--- src/verilog/iopm_pkg.sv ---
// Constants for the port mode selector: pin layout, masks, host kinds.
// Assumes seven byte ports A..G packed low to high, port D four pins.
//
// Functional notes
// - Control bit 0 on ports E, F, G selects host I/O mode.
// - Host mode drives the data-out value; inputs readable through read path.
// - A, B, C, F drivers enable on direction bit OR output-enable term.
// - Ports A, B, C default to host mode unless configured as logic pins.
// - Logic mode feeds input macrocells and drives macrocell outputs, tri-stated.
// - Latched address drives when control bit set and either direction bit or, on F only, enable term.
// - Multiplexed hosts: E, F carry a7-a0; G carries a15-a8.
// - Burst hosts: E, F low nibbles carry no address output.
// - Upper address lines feed logic inputs, optionally latched by strobe.
// - Inputs used in chip-select decode count as address inputs.
// - Peripheral mode only on port F, needs enable bit and selects.
// - Serial test-port pins exist only on port E, shared.
// - Per-port availability of macrocell, chip-select and logic inputs.
// - Ports F and G form the data bus for non-multiplexed hosts.
// - Reset pattern only on F, G, only for the 16-bit family.
// - Logic, data, address-in, reset-pattern modes are fixed; peripheral mode is set at run time.
// - Peripheral enable is bit 7 of the memory mapping control register.
// - Peripheral buffer tri-stated unless a peripheral select is active during a bus write.
// - Reset pattern driven during reset with no bus cycle.
// - All control and direction registers reset to zero.

package iopm_pkg;

    localparam int NPORT = 7;
    localparam int NPIN  = 56;

    // Port bases within the packed pin vector
    localparam int BASE_E = 32;
    localparam int BASE_F = 40;
    localparam int BASE_G = 48;

    // Ports G F E D C B A, high to low
    localparam logic [55:0] WIDTH_MASK =
        {8'hff, 8'hff, 8'hff, 8'h0f, 8'hff, 8'hff, 8'hff};
    localparam logic [55:0] LA_OUT_OK  =
        {8'h00, 8'hff, 8'h00, 8'h00, 8'hff, 8'hff, 8'hff};
    localparam logic [55:0] OE_PT_OK   =
        {8'h00, 8'hff, 8'h00, 8'h00, 8'hff, 8'hff, 8'hff};
    localparam logic [55:0] LA_IN_OK   =
        {8'h00, 8'hff, 8'h00, 8'h0f, 8'hff, 8'hff, 8'hff};
    // Address-capable bits of E, F, G (G high, E low)
    localparam logic [23:0] ADDR_MUX_OK   = 24'hffffff;
    localparam logic [23:0] ADDR_BURST_OK = 24'hfff0f0;

    // Host register kinds
    localparam logic [1:0] KIND_PIN  = 2'h0;
    localparam logic [1:0] KIND_DOUT = 2'h1;
    localparam logic [1:0] KIND_DIR  = 2'h2;
    localparam logic [1:0] KIND_CTRL = 2'h3;
    localparam logic [2:0] SEL_E     = 3'h4;
    localparam logic [2:0] SEL_MMAP  = 3'h7;
    localparam int         PIO_BIT   = 7;
    localparam logic [7:0] REG_RST   = 8'h00;

    // Test-port pins within port E
    localparam int TP_CLK_BIT = 0;
    localparam int TP_SEL_BIT = 1;
    localparam int TP_DIN_BIT = 2;
    localparam int TP_OUT_BIT = 3;

endpackage : iopm_pkg

--- src/verilog/iopm_port_mux.sv ---
// Per-pin mode selection for ports A..G with host registers as plain ports.
// Assumes config inputs are static and captured while NRST is low.

`timescale 1ns/1ps

module iopm_port_mux
(
    input  wire logic        CORE_CLK,
    input  wire logic        NRST,
    input  wire logic        CLK_EN,
    input  wire logic        REG_WR,
    input  wire logic [2:0]  REG_SEL,
    input  wire logic [1:0]  REG_KIND,
    input  wire logic [7:0]  REG_WDATA,
    output logic      [7:0]  REG_RDATA,
    input  wire logic [55:0] PIN_I,
    output logic      [55:0] PIN_O,
    output logic      [55:0] PIN_OE,
    input  wire logic [55:0] CFG_LA_OUT,
    input  wire logic [55:0] CFG_LA_IN,
    input  wire logic [55:0] CFG_IN_LATCH,
    input  wire logic [55:0] CFG_DECODE_USE,
    input  wire logic        CFG_NONMUX,
    input  wire logic        CFG_BURST,
    input  wire logic        CFG_RSTPAT_EN,
    input  wire logic        CFG_FAMILY16,
    input  wire logic [15:0] CFG_PATTERN,
    input  wire logic [55:0] LA_OUT_DATA,
    input  wire logic [55:0] LA_OE_PT,
    output logic      [55:0] LA_IN_BUS,
    output logic      [55:0] ADDR_IN_FLAGS,
    input  wire logic [15:0] ADDR_PINS,
    input  wire logic        STROBE_PIN,
    input  wire logic        HOST_RESET_PIN,
    input  wire logic        BUS_RD,
    input  wire logic        BUS_WR,
    input  wire logic [15:0] BUS_RDATA,
    output logic      [15:0] PORT_FG_IN,
    input  wire logic        PSEL_A,
    input  wire logic        PSEL_B,
    input  wire logic [7:0]  PERI_WDATA,
    input  wire logic        JTAG_EN,
    input  wire logic        TP_OUT,
    output logic      [2:0]  TP_IN
);

    // ************************************************************
    // Registers and synchronisers
    // ************************************************************
    logic [7:0]  dout_q [iopm_pkg::NPORT];
    logic [7:0]  dir_q  [iopm_pkg::NPORT];
    logic [7:0]  ctrl_q [3];
    logic [7:0]  mmap_q;
    logic [55:0] pin_s1_q, pin_s2_q;
    logic [15:0] adr_s1_q, adr_s2_q, addr_q;
    logic        stb_s1_q, stb_s2_q, stb_s3_q;
    logic        hrst_s1_q, hrst_s2_q;
    logic [55:0] cfg_la_out_q, cfg_la_in_q, cfg_latch_q, cfg_dec_q;
    logic        cfg_nonmux_q, cfg_burst_q, cfg_rstpat_q, cfg_fam_q;
    logic [15:0] cfg_pat_q;

    logic [55:0] dout_vec, dir_vec;
    logic [23:0] ctrl_vec;

    genvar gp;
    generate
        for (gp = 0; gp < iopm_pkg::NPORT; gp++)
        begin : g_flat
            assign dout_vec[gp*8 +: 8] = dout_q[gp];
            assign dir_vec[gp*8 +: 8]  = dir_q[gp];
        end
    endgenerate
    assign ctrl_vec = {ctrl_q[2], ctrl_q[1], ctrl_q[0]};

    // ************************************************************
    // Host write decode
    // ************************************************************
    wire       sel_ok  = REG_SEL < 3'(iopm_pkg::NPORT);
    wire [7:0] wmask   = iopm_pkg::WIDTH_MASK[REG_SEL*8 +: 8];
    wire       wr_dout = REG_WR && sel_ok
                         && REG_KIND == iopm_pkg::KIND_DOUT;
    wire       wr_dir  = REG_WR && sel_ok
                         && REG_KIND == iopm_pkg::KIND_DIR;
    wire       wr_ctrl = REG_WR && REG_KIND == iopm_pkg::KIND_CTRL
                         && REG_SEL >= iopm_pkg::SEL_E && sel_ok;
    wire       wr_mmap = REG_WR && REG_KIND == iopm_pkg::KIND_CTRL
                         && REG_SEL == iopm_pkg::SEL_MMAP;
    wire [1:0] ctrl_ix = 2'(REG_SEL - iopm_pkg::SEL_E);

    always_ff @(posedge CORE_CLK)
    begin
        if (!NRST)
        begin
            for (int i = 0; i < iopm_pkg::NPORT; i++)
            begin
                dout_q[i] <= iopm_pkg::REG_RST;
                dir_q[i]  <= iopm_pkg::REG_RST;
            end
            for (int i = 0; i < 3; i++)
                ctrl_q[i] <= iopm_pkg::REG_RST;
            mmap_q <= iopm_pkg::REG_RST;
        end
        else if (CLK_EN)
        begin
            if (wr_dout)
                dout_q[REG_SEL] <= REG_WDATA & wmask;
            if (wr_dir)
                dir_q[REG_SEL] <= REG_WDATA & wmask;
            if (wr_ctrl)
                ctrl_q[ctrl_ix] <= REG_WDATA;
            if (wr_mmap)
                mmap_q <= REG_WDATA;
        end
    end

    // Config is frozen at reset so run-time writes cannot alter it
    always_ff @(posedge CORE_CLK)
    begin
        if (!NRST)
        begin
            cfg_la_out_q <= CFG_LA_OUT;
            cfg_la_in_q  <= CFG_LA_IN;
            cfg_latch_q  <= CFG_IN_LATCH;
            cfg_dec_q    <= CFG_DECODE_USE;
            cfg_nonmux_q <= CFG_NONMUX;
            cfg_burst_q  <= CFG_BURST;
            cfg_rstpat_q <= CFG_RSTPAT_EN;
            cfg_fam_q    <= CFG_FAMILY16;
            cfg_pat_q    <= CFG_PATTERN;
        end
    end

    always_ff @(posedge CORE_CLK)
    begin
        if (!NRST)
        begin
            pin_s1_q  <= '0;
            pin_s2_q  <= '0;
            adr_s1_q  <= '0;
            adr_s2_q  <= '0;
            stb_s1_q  <= 1'b0;
            stb_s2_q  <= 1'b0;
            stb_s3_q  <= 1'b0;
            hrst_s1_q <= 1'b0;
            hrst_s2_q <= 1'b0;
        end
        else if (CLK_EN)
        begin
            pin_s1_q  <= PIN_I;
            pin_s2_q  <= pin_s1_q;
            adr_s1_q  <= ADDR_PINS;
            adr_s2_q  <= adr_s1_q;
            stb_s1_q  <= STROBE_PIN;
            stb_s2_q  <= stb_s1_q;
            stb_s3_q  <= stb_s2_q;
            hrst_s1_q <= HOST_RESET_PIN;
            hrst_s2_q <= hrst_s1_q;
        end
    end

    // ************************************************************
    // Mode decode
    // ************************************************************
    wire        stb_rise  = stb_s2_q && !stb_s3_q;
    wire [55:0] la_sel    = cfg_la_out_q & iopm_pkg::LA_OUT_OK;
    wire [55:0] oe_pt     = LA_OE_PT & iopm_pkg::OE_PT_OK;
    wire [23:0] addr_ok   = cfg_burst_q ? iopm_pkg::ADDR_BURST_OK
                                        : iopm_pkg::ADDR_MUX_OK;
    wire [23:0] addr_sel  = ctrl_vec & addr_ok & ~{24{cfg_nonmux_q}};
    // E and F carry a7-a0, G carries a15-a8
    wire [23:0] addr_vec  = {addr_q[15:8], addr_q[7:0], addr_q[7:0]};
    wire [55:0] addr_sel_w = {addr_sel, 32'h0};
    wire [55:0] addr_w    = {addr_vec, 32'h0};
    wire        pio_act   = mmap_q[iopm_pkg::PIO_BIT];
    wire        psel_any  = PSEL_A || PSEL_B;
    wire        rst_drive = cfg_rstpat_q && cfg_fam_q && hrst_s2_q
                            && !BUS_RD && !BUS_WR;

    // Base path: address out, then logic output, then host data
    wire [55:0] base_o  = (addr_sel_w & addr_w)
                        | (~addr_sel_w & la_sel & LA_OUT_DATA)
                        | (~addr_sel_w & ~la_sel & dout_vec);
    wire [55:0] base_oe = (dir_vec | oe_pt) & iopm_pkg::WIDTH_MASK;

    logic [55:0] pin_o_d, pin_oe_d;
    always_comb
    begin
        pin_o_d  = base_o;
        pin_oe_d = base_oe;
        if (rst_drive)
        begin
            pin_o_d[55:40]  = cfg_pat_q;
            pin_oe_d[55:40] = 16'hffff;
        end
        else if (pio_act)
        begin
            pin_o_d[47:40]  = PERI_WDATA;
            pin_oe_d[47:40] = {8{psel_any && BUS_WR}};
            if (cfg_nonmux_q)
            begin
                pin_o_d[55:48]  = BUS_RDATA[15:8];
                pin_oe_d[55:48] = {8{BUS_RD}};
            end
        end
        else if (cfg_nonmux_q)
        begin
            pin_o_d[55:40]  = BUS_RDATA;
            pin_oe_d[55:40] = {16{BUS_RD}};
        end
        // Test port borrows low E pins; only used outside normal operation
        if (JTAG_EN)
        begin
            pin_oe_d[iopm_pkg::BASE_E +: 3] = 3'h0;
            pin_o_d[iopm_pkg::BASE_E + iopm_pkg::TP_OUT_BIT]  = TP_OUT;
            pin_oe_d[iopm_pkg::BASE_E + iopm_pkg::TP_OUT_BIT] = 1'b1;
        end
    end

    // Latched inputs hold between strobes, direct ones follow the pin
    wire [55:0] hold_m  = cfg_latch_q & {56{!stb_rise}};
    wire [55:0] la_in_d = ((hold_m & LA_IN_BUS) | (~hold_m & pin_s2_q))
                          & cfg_la_in_q & iopm_pkg::LA_IN_OK;

    logic [7:0] rd_d;
    always_comb
    begin
        rd_d = 8'h00;
        if (REG_SEL == iopm_pkg::SEL_MMAP && REG_KIND == iopm_pkg::KIND_CTRL)
            rd_d = mmap_q;
        else if (sel_ok)
        begin
            case (REG_KIND)
                iopm_pkg::KIND_PIN:  rd_d = pin_s2_q[REG_SEL*8 +: 8] & wmask;
                iopm_pkg::KIND_DOUT: rd_d = dout_q[REG_SEL];
                iopm_pkg::KIND_DIR:  rd_d = dir_q[REG_SEL];
                iopm_pkg::KIND_CTRL:
                    rd_d = (REG_SEL >= iopm_pkg::SEL_E) ? ctrl_q[ctrl_ix] : 8'h00;
                default:             rd_d = 8'h00;
            endcase
        end
    end

    // ************************************************************
    // Output registers
    // ************************************************************
    always_ff @(posedge CORE_CLK)
    begin
        if (!NRST)
        begin
            PIN_O         <= '0;
            PIN_OE        <= '0;
            REG_RDATA     <= 8'h00;
            LA_IN_BUS     <= '0;
            ADDR_IN_FLAGS <= '0;
            PORT_FG_IN    <= 16'h0000;
            TP_IN         <= 3'h0;
            addr_q        <= 16'h0000;
        end
        else if (CLK_EN)
        begin
            PIN_O         <= pin_o_d;
            PIN_OE        <= pin_oe_d;
            REG_RDATA     <= rd_d;
            LA_IN_BUS     <= la_in_d;
            ADDR_IN_FLAGS <= cfg_dec_q & iopm_pkg::LA_IN_OK;
            PORT_FG_IN    <= pin_s2_q[55:40];
            TP_IN         <= JTAG_EN ? pin_s2_q[34:32] : 3'h0;
            if (stb_rise)
                addr_q <= adr_s2_q;
        end
    end

    // ************************************************************
    // Assertions
    // ************************************************************
    property p_dir_out;
        @(posedge CORE_CLK) disable iff (!NRST)
        CLK_EN && dir_vec[0] |=> PIN_OE[0];
    endproperty
    a_dir_out: assert property (p_dir_out) else $error("dir set, no drive");

    property p_input;
        @(posedge CORE_CLK) disable iff (!NRST)
        CLK_EN && !dir_vec[8] && !LA_OE_PT[8] |=> !PIN_OE[8];
    endproperty
    a_input: assert property (p_input) else $error("input pin driven");

    property p_host_data;
        @(posedge CORE_CLK) disable iff (!NRST)
        CLK_EN && !cfg_la_out_q[1] |=> PIN_O[1] == $past(dout_vec[1]);
    endproperty
    a_host_data: assert property (p_host_data) else $error("bad host data");

    property p_rst_zero;
        @(posedge CORE_CLK) disable iff (!NRST)
        !$past(NRST) |-> dir_vec == 56'h0 && ctrl_vec == 24'h0 && mmap_q == 8'h00;
    endproperty
    a_rst_zero: assert property (p_rst_zero) else $error("regs not zero");

    property p_burst;
        @(posedge CORE_CLK) disable iff (!NRST)
        cfg_burst_q |-> addr_sel[3:0] == 4'h0 && addr_sel[11:8] == 4'h0;
    endproperty
    a_burst: assert property (p_burst) else $error("burst low nibble addr");

    property p_addr_g;
        @(posedge CORE_CLK) disable iff (!NRST)
        CLK_EN && addr_sel[16] && !rst_drive && !pio_act
        |=> PIN_O[48] == $past(addr_q[8]);
    endproperty
    a_addr_g: assert property (p_addr_g) else $error("bad G address bit");

    property p_pio_tri;
        @(posedge CORE_CLK) disable iff (!NRST)
        CLK_EN && pio_act && !psel_any && !rst_drive |=> PIN_OE[47:40] == 8'h00;
    endproperty
    a_pio_tri: assert property (p_pio_tri) else $error("port F not tri");

    property p_rstpat;
        @(posedge CORE_CLK) disable iff (!NRST)
        CLK_EN && rst_drive && !JTAG_EN
        |=> PIN_OE[55:40] == 16'hffff && PIN_O[55:40] == $past(cfg_pat_q);
    endproperty
    a_rstpat: assert property (p_rstpat) else $error("no reset pattern");

    property p_jtag;
        @(posedge CORE_CLK) disable iff (!NRST)
        CLK_EN && JTAG_EN |=> PIN_OE[34:32] == 3'h0 ##1 TP_IN == $past(pin_s2_q[34:32]) || !CLK_EN || !JTAG_EN;
    endproperty
    a_jtag: assert property (p_jtag) else $error("test pins driven");

    property p_strobe;
        @(posedge CORE_CLK) disable iff (!NRST)
        CLK_EN && stb_rise |=> addr_q == $past(adr_s2_q);
    endproperty
    a_strobe: assert property (p_strobe) else $error("address not latched");

    c_rstpat: cover property (@(posedge CORE_CLK) disable iff (!NRST) rst_drive);
    c_pio: cover property (@(posedge CORE_CLK) disable iff (!NRST)
        pio_act && psel_any && BUS_WR);
    c_addr: cover property (@(posedge CORE_CLK) disable iff (!NRST)
        addr_sel != 24'h0 && stb_rise);

endmodule : iopm_port_mux

--- config.mk ---
export PLATFORM = sky130hd
export DESIGN_NAME = iopm_port_mux
export DESIGN_NICKNAME = d
export VERILOG_FILES = /design/src/verilog/iopm_pkg.sv /design/src/verilog/iopm_port_mux.sv
export SDC_FILE = /design/constraint.sdc
export NUM_CORES = 1
export LEC_CHECK = 0
export ABC_AREA = 1
export BUFFER_PORTS_ARGS = -buffer_cell sky130_fd_sc_hd__buf_2
export CAP_MARGIN = 5
export CORE_AREA = 2 2 281 283
export DETAILED_ROUTE_END_ITERATION = 16
export DIE_AREA = 0 0 283 285
export PLACE_DENSITY = 0.65
export SYNTH_ARGS = -nofsm -noshare
export SYNTH_HDL_FRONTEND = slang
export SYNTH_SLANG_ARGS = --single-unit
--- constraint.sdc ---
create_clock -name CORE_CLK -period 9.5 [get_ports CORE_CLK]
set_input_delay 2.85 -clock CORE_CLK [delete_from_list [all_inputs] [get_ports CORE_CLK]]
set_output_delay 2.85 -clock CORE_CLK [all_outputs]
set_load 0.02 [all_outputs]
==> impl_metrics.tcl, run 1 <==
set metrics [dict create \
    cp-startpoint "REG_SEL[1]" \
    slowest_stage "clkinv_1" \
    post-route-drc-count 0 \
    ys_async_sr_fraction_pct 0 \
    yosys.cell_types.count 36 \
    clock.fmax_mhz 175 \
    clockRootBuffer "clkbuf_16" \
    setup_tns_ps 0 \
    synth_area_per_cell_um2 9.11 \
    die_w_um 283 \
    ant_nets 0 \
    min_path_type "reg2reg" \
    gr-usage-all-layers_pct 22.3 \
    firstDrtPassIters 6 \
    synth_top_area_share_pct 33.4 \
    min_from "PIN_O[47]" \
    wire_per_inst_um 20.1 \
    yosysSeqAreaShare_pct 61.9 \
    yosys-top-cells-area "edfxtp_1 (33%), dfxtp_1 (28%), nor2_1 (7.2%), nand2_1 (7.1%), o21ai_0 (6.8%)" \
    slew_headroom_pct 24.9 \
    cts_setup_buffers 0 \
    drive_above_1_share_pct 20.1 \
    num-fill-cells 7688 \
    cts.sinks 692 \
    post_cts_resized 0 \
    htreeDepth 3 \
    crit_type "in2reg" \
    synth.most_common_cell "nor2_1" \
    first_iter_violations 1778 \
    multiInputGateArea_mm2 0.00893 \
    cts.path.max_buffers 3 \
    clk_pin_slew_ps 60 \
    grt_pass1_wl_mm 136 \
    clk_latency_ps 640 \
    grt_max_degree 207 \
    wl_mm 92.7 \
    area_growth_pct 22.6 \
    clock_skew_ps 24.3 \
    synth-edff-count 304 \
    place_hpwl_mm 65.1 \
    irDropWorstVdd_mv 0.159 \
    final_min_period_over_clock_period_pct 60.3 \
    gp_congestion 0.947 \
    io_buffers 547 \
    cts_tree "built" \
    layout.nets 3974 \
    initial_core_util_pct 35.0 \
    cp.required_ps 9780 \
    die_h_um 285 \
    worstSetupEndpointType "register" \
    r2r_start "cfg_nonmux_q" \
    ys.flop_type "dfxtp_1" \
    cp_common_cell "nand2_1" \
    final_hold_viol_count 0 \
    num_vias 22670 \
    rsz0062_at_grt "false" \
    syn_area_mm2 0.0273 \
    worst_setup_path_start_kind "primary input" \
    antenna_found_initial 21 \
    fin_crit_ps 5730 \
    powerDensity_mw_per_mm2 216 \
    status "finished clean" \
    ios 728 \
    hold_buffers 0 \
    grt_pass1_vias 21677 \
    cts_inserted_buffers 79 \
    synth.top_cells.by_count "nor2_1 (522), nand2_1 (516), dfxtp_1 (388), o21ai_0 (371), edfxtp_1 (304)" \
    slew_violations 0 \
    whs_ps 463 \
    grt_overflow 0 \
    yosys.area.top_type "edfxtp_1" \
    synth_seq_cells 692 \
    coreArea_mm2 0.0780 \
    setup_violations 0 \
    cp_cell_sequence "buf_2 -> buf_4 -> inv_2 -> nand2_1 -> clkinv_1 -> nand2_1 -> nand2_1" \
    cp.arrival_ps 6010 \
    yosysWarnings 0 \
    layout.area.seq_mm2 0.0169 \
    tightest_slew_ps 1120 \
    vias_per_cell 4.90 \
    p_leak_nw 14.4 \
    syn_inst 2997 \
    die_area_mm2 0.0807 \
    critPathMaxFanout 43 \
    slowest_delay_ps 710 \
    maxCapViolCount 0 \
    rows 103 \
]
flip-flops by register name (all words and copies together), names as in the netlist, 32 cells and up:
name	count
ADDR_IN_FLAGS	36
LA_IN_BUS	36
PIN_O	56
PIN_OE	52
cfg_dec_q	36
cfg_la_in_q	36
cfg_la_out_q	32
cfg_latch_q	36
ctrl_q	32
dir_q	64
dout_q	64
pin_s1_q	52
pin_s2_q	52
layout make-up:
cell class | instances | share of cell area (%)
clock buffer | 114 | 6.79
timing repair buffer | 572 | 8.83
sequential | 692 | 50.5
multi-input combinational | 1971 | 26.7
antenna | 8 | 0.0598
tap | 1050 | 3.92
inverter | 181 | 2.08
clock inverter | 34 | 1.16
routing by layer:
metal / track usage, % / vias up / part of all wire [%]
li1: - / 10984 / -
met1: 27.8 / 10592 / 41
met2: 37.2 / 877 / 48
met3: 5.49 / 191 / 7.8
met4: 8.42 / 26 / 3.4
met5: 0 / - / 0.16
per-stage QoR:
stage               std cells  util [%]  total power, mW  worst slack [ps]  cell area, µm²
floorplan                3072         -             3.89              1240           27600
CTS                      4613      42.9             7.31              3800           33500
global placement         4465      39.5             4.18              3110           30800
global route             4619      42.9             7.51              3520           33500
finish                   4622      42.9             7.25              3770           33500
detailed placement       4465      39.5             4.19              3090           30800
report_power, final:
part	total (mW)	internal [mW]	switching (mW)
clock network	3.11	1.80	1.31
registers	3.41	3.31	0.0994
logic	0.721	0.220	0.501
total	7.25	5.33	1.91
worst paths after layout:
kind                        to  slack, ps  depth (start not counted)
hold / removal       PIN_O[47]        460                          2
setup reg to reg     PIN_O[44]       6820                          8
setup / recovery  ctrl_q[1][5]       3770                          7
hold reg to reg      PIN_O[47]        460                          2
worst max-delay path, delay by kind of cell:
family        cells  cell delay [ps]
buf+inv           4             1690
simple gates      3             1420
layout by cell type (no fill, tap or decap), types with 3 or more instances in the layout:
cell and instances:
a211oi_1 8, a21oi_1 193, a311oi_1 3, a31oi_1 10
buf_2 545, buf_4 23, bufinv_16 4, clkbuf_1 23
clkbuf_16 83, clkbuf_8 8, clkinv_1 13, clkinv_2 12
clkinv_4 3, conb_1 76, dfxtp_1 388, diode_2 8
edfxtp_1 304, inv_1 168, nand2_1 516, nand2_2 6
nand3_1 92, nand4_1 4, nor2_1 522, nor2_4 5
nor3_1 34, o211ai_1 83, o21ai_0 371, o21ai_1 7
o221ai_1 25, o22ai_1 4
cell families (layout without fill, tap and decap cells):
group	count (synthesis)	count (layout)	synth area share, %
AND/OR/NAND/NOR	1189	1189	17.4
AO/OA/AOI/OAI	706	706	14.2
other	1	84	0.0137
flip-flops	692	692	61.9
buffers and inverters	409	901	6.48
Power figures use the tool's default switching activity.
==> inputs of run 2 (changes only) <==
ABC_AREA = 0   (was 1)
CORE_AREA = 2 2 282 284   (was 2 2 281 283)
DIE_AREA = 0 0 284 286   (was 0 0 283 285)
clock period = 5.5 ns   (was 9.5 ns; I/O delays follow)
==> impl_metrics.tcl, run 2 <==
set metrics [dict create \
    ios 728 \
    cts_setup_buffers 0 \
    clk_pin_slew_ps 60 \
    setup_ws_ps 1520 \
    grt_pass1_vias 19766 \
    cts_tree "built" \
    yosys.cell_types.count 61 \
    critPathMaxFanout 61 \
    intPower_mw 9.22 \
    wl_mm 85.9 \
    slew_violations 0 \
    clock_skew_ps 25.9 \
    ys_async_sr_fraction_pct 0 \
    synth_area_per_cell_um2 11.3 \
    pwr-share-comb_pct 8.9 \
    setup_violations 0 \
    syn_inst 2439 \
    antenna_found_initial 17 \
    clk_latency_ps 620 \
    clock.fmax_mhz 251 \
    gp_congestion 0.896 \
    io_buffers 547 \
    die_w_um 284 \
    final_min_period_over_clock_period_pct 72.4 \
    slew_headroom_pct 22.2 \
    fin_util_pct 43.2 \
    p_leak_nw 14.2 \
    htreeDepth 3 \
    irDropWorstVdd_mv 0.325 \
    biggestRegsByFlops "dir_q (64), dout_q (64), PIN_O (56)" \
    synth-edff-count 304 \
    status "finished clean" \
    num_vias 20050 \
    powerDensity_mw_per_mm2 360 \
    firstDrtPassIters 6 \
    grt_max_degree 106 \
    p_seq_share_pct 47.9 \
    p_clk_share_pct 43.2 \
    setup_tns_ps 0 \
    final_common_cell "buf_2" \
    wire_per_inst_um 21.0 \
    synth.most_common_cell "nor2_1" \
    rsz0062_at_grt "false" \
    final_cell_mix "buf_2 (545), nor2_1 (415), dfxtp_1 (388)" \
    first_iter_violations 1386 \
    gr-usage-all-layers_pct 20.6 \
    cts.sinks 692 \
    final_hold_viol_count 0 \
    layout.nets 3449 \
    post_cts_resized 0 \
    worst_setup_path_start_kind "primary input" \
    yosys-top-cells-area "edfxtp_1 (33%), dfxtp_1 (28%), mux2i_1 (10%), nor2_1 (5.7%), a21oi_1 (3.1%)" \
    p_total_mw 12.2 \
    synth.top_cells.by_count "nor2_1 (415), dfxtp_1 (388), edfxtp_1 (304), mux2i_1 (274), nand2_1 (174)" \
    cts.path.max_buffers 3 \
    cp.arrival_ps 4440 \
    synth_top_area_share_pct 33.1 \
    worstSetupEndpointType "register" \
    die_h_um 286 \
    synth_seq_cells 692 \
    cts_inserted_buffers 78 \
    vias_per_cell 4.90 \
    area_growth_pct 22.8 \
    tightest_slew_ps 1160 \
    hold_buffers 0 \
    initial_core_util_pct 35.2 \
    ys.flop_type "dfxtp_1" \
    crit_type "in2reg" \
    fin_crit_ps 3980 \
    cp.required_ps 5960 \
    ant_nets 0 \
    yosysSeqAreaShare_pct 61.3 \
    maxCapViolCount 0 \
    min_path_type "reg2reg" \
    grt_pass1_wl_mm 126 \
    dp_slack_ps 858 \
    switching_share_pct 24.4 \
    rows 103 \
    num-fill-cells 7481 \
    die_area_mm2 0.0812 \
    syn_area_mm2 0.0276 \
    grt_overflow 0 \
    yosysWarnings 0 \
    place_hpwl_mm 62.5 \
    drive_above_1_share_pct 25.7 \
    switching_power_mw 2.97 \
    post-route-drc-count 0 \
    yosys.area.top_type "edfxtp_1" \
    coreArea_mm2 0.0784 \
    clockRootBuffer "clkbuf_16" \
]
==> run 2: logic make-up (layout without fill, tap and decap cells) <==
kind of cell / count (synthesis) / in the layout / share of synthesized area (%)
AND/OR/NAND/NOR: 834 / 834 / 13.3
AO/OA/AOI/OAI: 366 / 366 / 7.96
multiplexers: 326 / 326 / 13.3
buffers and inverters: 220 / 742 / 4.11
flip-flops: 692 / 692 / 61.3
other: 1 / 82 / 0.0136
==> run 2: final timing paths <==
path / startpoint / cells past startpoint / endpoint / slack [ps]
setup / recovery: REG_SEL[0] / 8 / REG_RDATA[7] / 1520
hold / removal: adr_s2_q[14] / 2 / addr_q[14] / 450
hold reg to reg: adr_s2_q[14] / 2 / addr_q[14] / 450
setup reg to reg: dir_q[2][7] / 6 / REG_RDATA[7] / 3090
==> run 2: critical path: stages <==
cell and delay [ps]:
buf_4 750, buf_4 370, mux4_2 370, nand2_1 90, a21oi_1 90, a2111oi_0 770
buf_4 250, nor3_1 50
==> run 2: final cells by class <==
cell class,count,area [µm²],area share [%]
antenna,6,15.0,0.0444
timing repair buffer,587,3150,9.31
inverter,11,48.8,0.144
sequential,692,16900,50.0
clock inverter,33,384,1.14
clock buffer,111,2210,6.53
tap,1050,1310,3.88
multi-input combinational,1602,9810,29.0
==> run 2: power groups by stage <==
stage / clock network, mW / registers, mW / logic [mW]
4_1_cts: 5.39 / 5.84 / 1.09
5_1_grt: 5.59 / 5.87 / 1.18
6_report: 5.26 / 5.84 / 1.08
2_1_floorplan: 0 / 5.99 / 0.587
3_3_place_gp: 0 / 5.94 / 1.07
3_5_place_dp: 0 / 5.95 / 1.08
==> run 2: layer usage <==
| layer | routed length [µm] | GRT usage [%] | vias to the layer above |
|---|---|---|---|
| met5 | 102 | 0 | - |
| met2 | 41100 | 34.7 | 726 |
| met1 | 34900 | 25.1 | 9524 |
| met4 | 2480 | 7.17 | 18 |
| li1 | - | - | 9636 |
| met3 | 7340 | 6.05 | 146 |
==> run 2: metrics by stage <==
step	hold slack, ps	instances	instance area [µm²]
floorplan	431	2514	27800
global placement	443	3942	31200
detailed placement	447	3942	31200
CTS	455	4086	33800
global route	473	4088	33800
finish	453	4092	33800
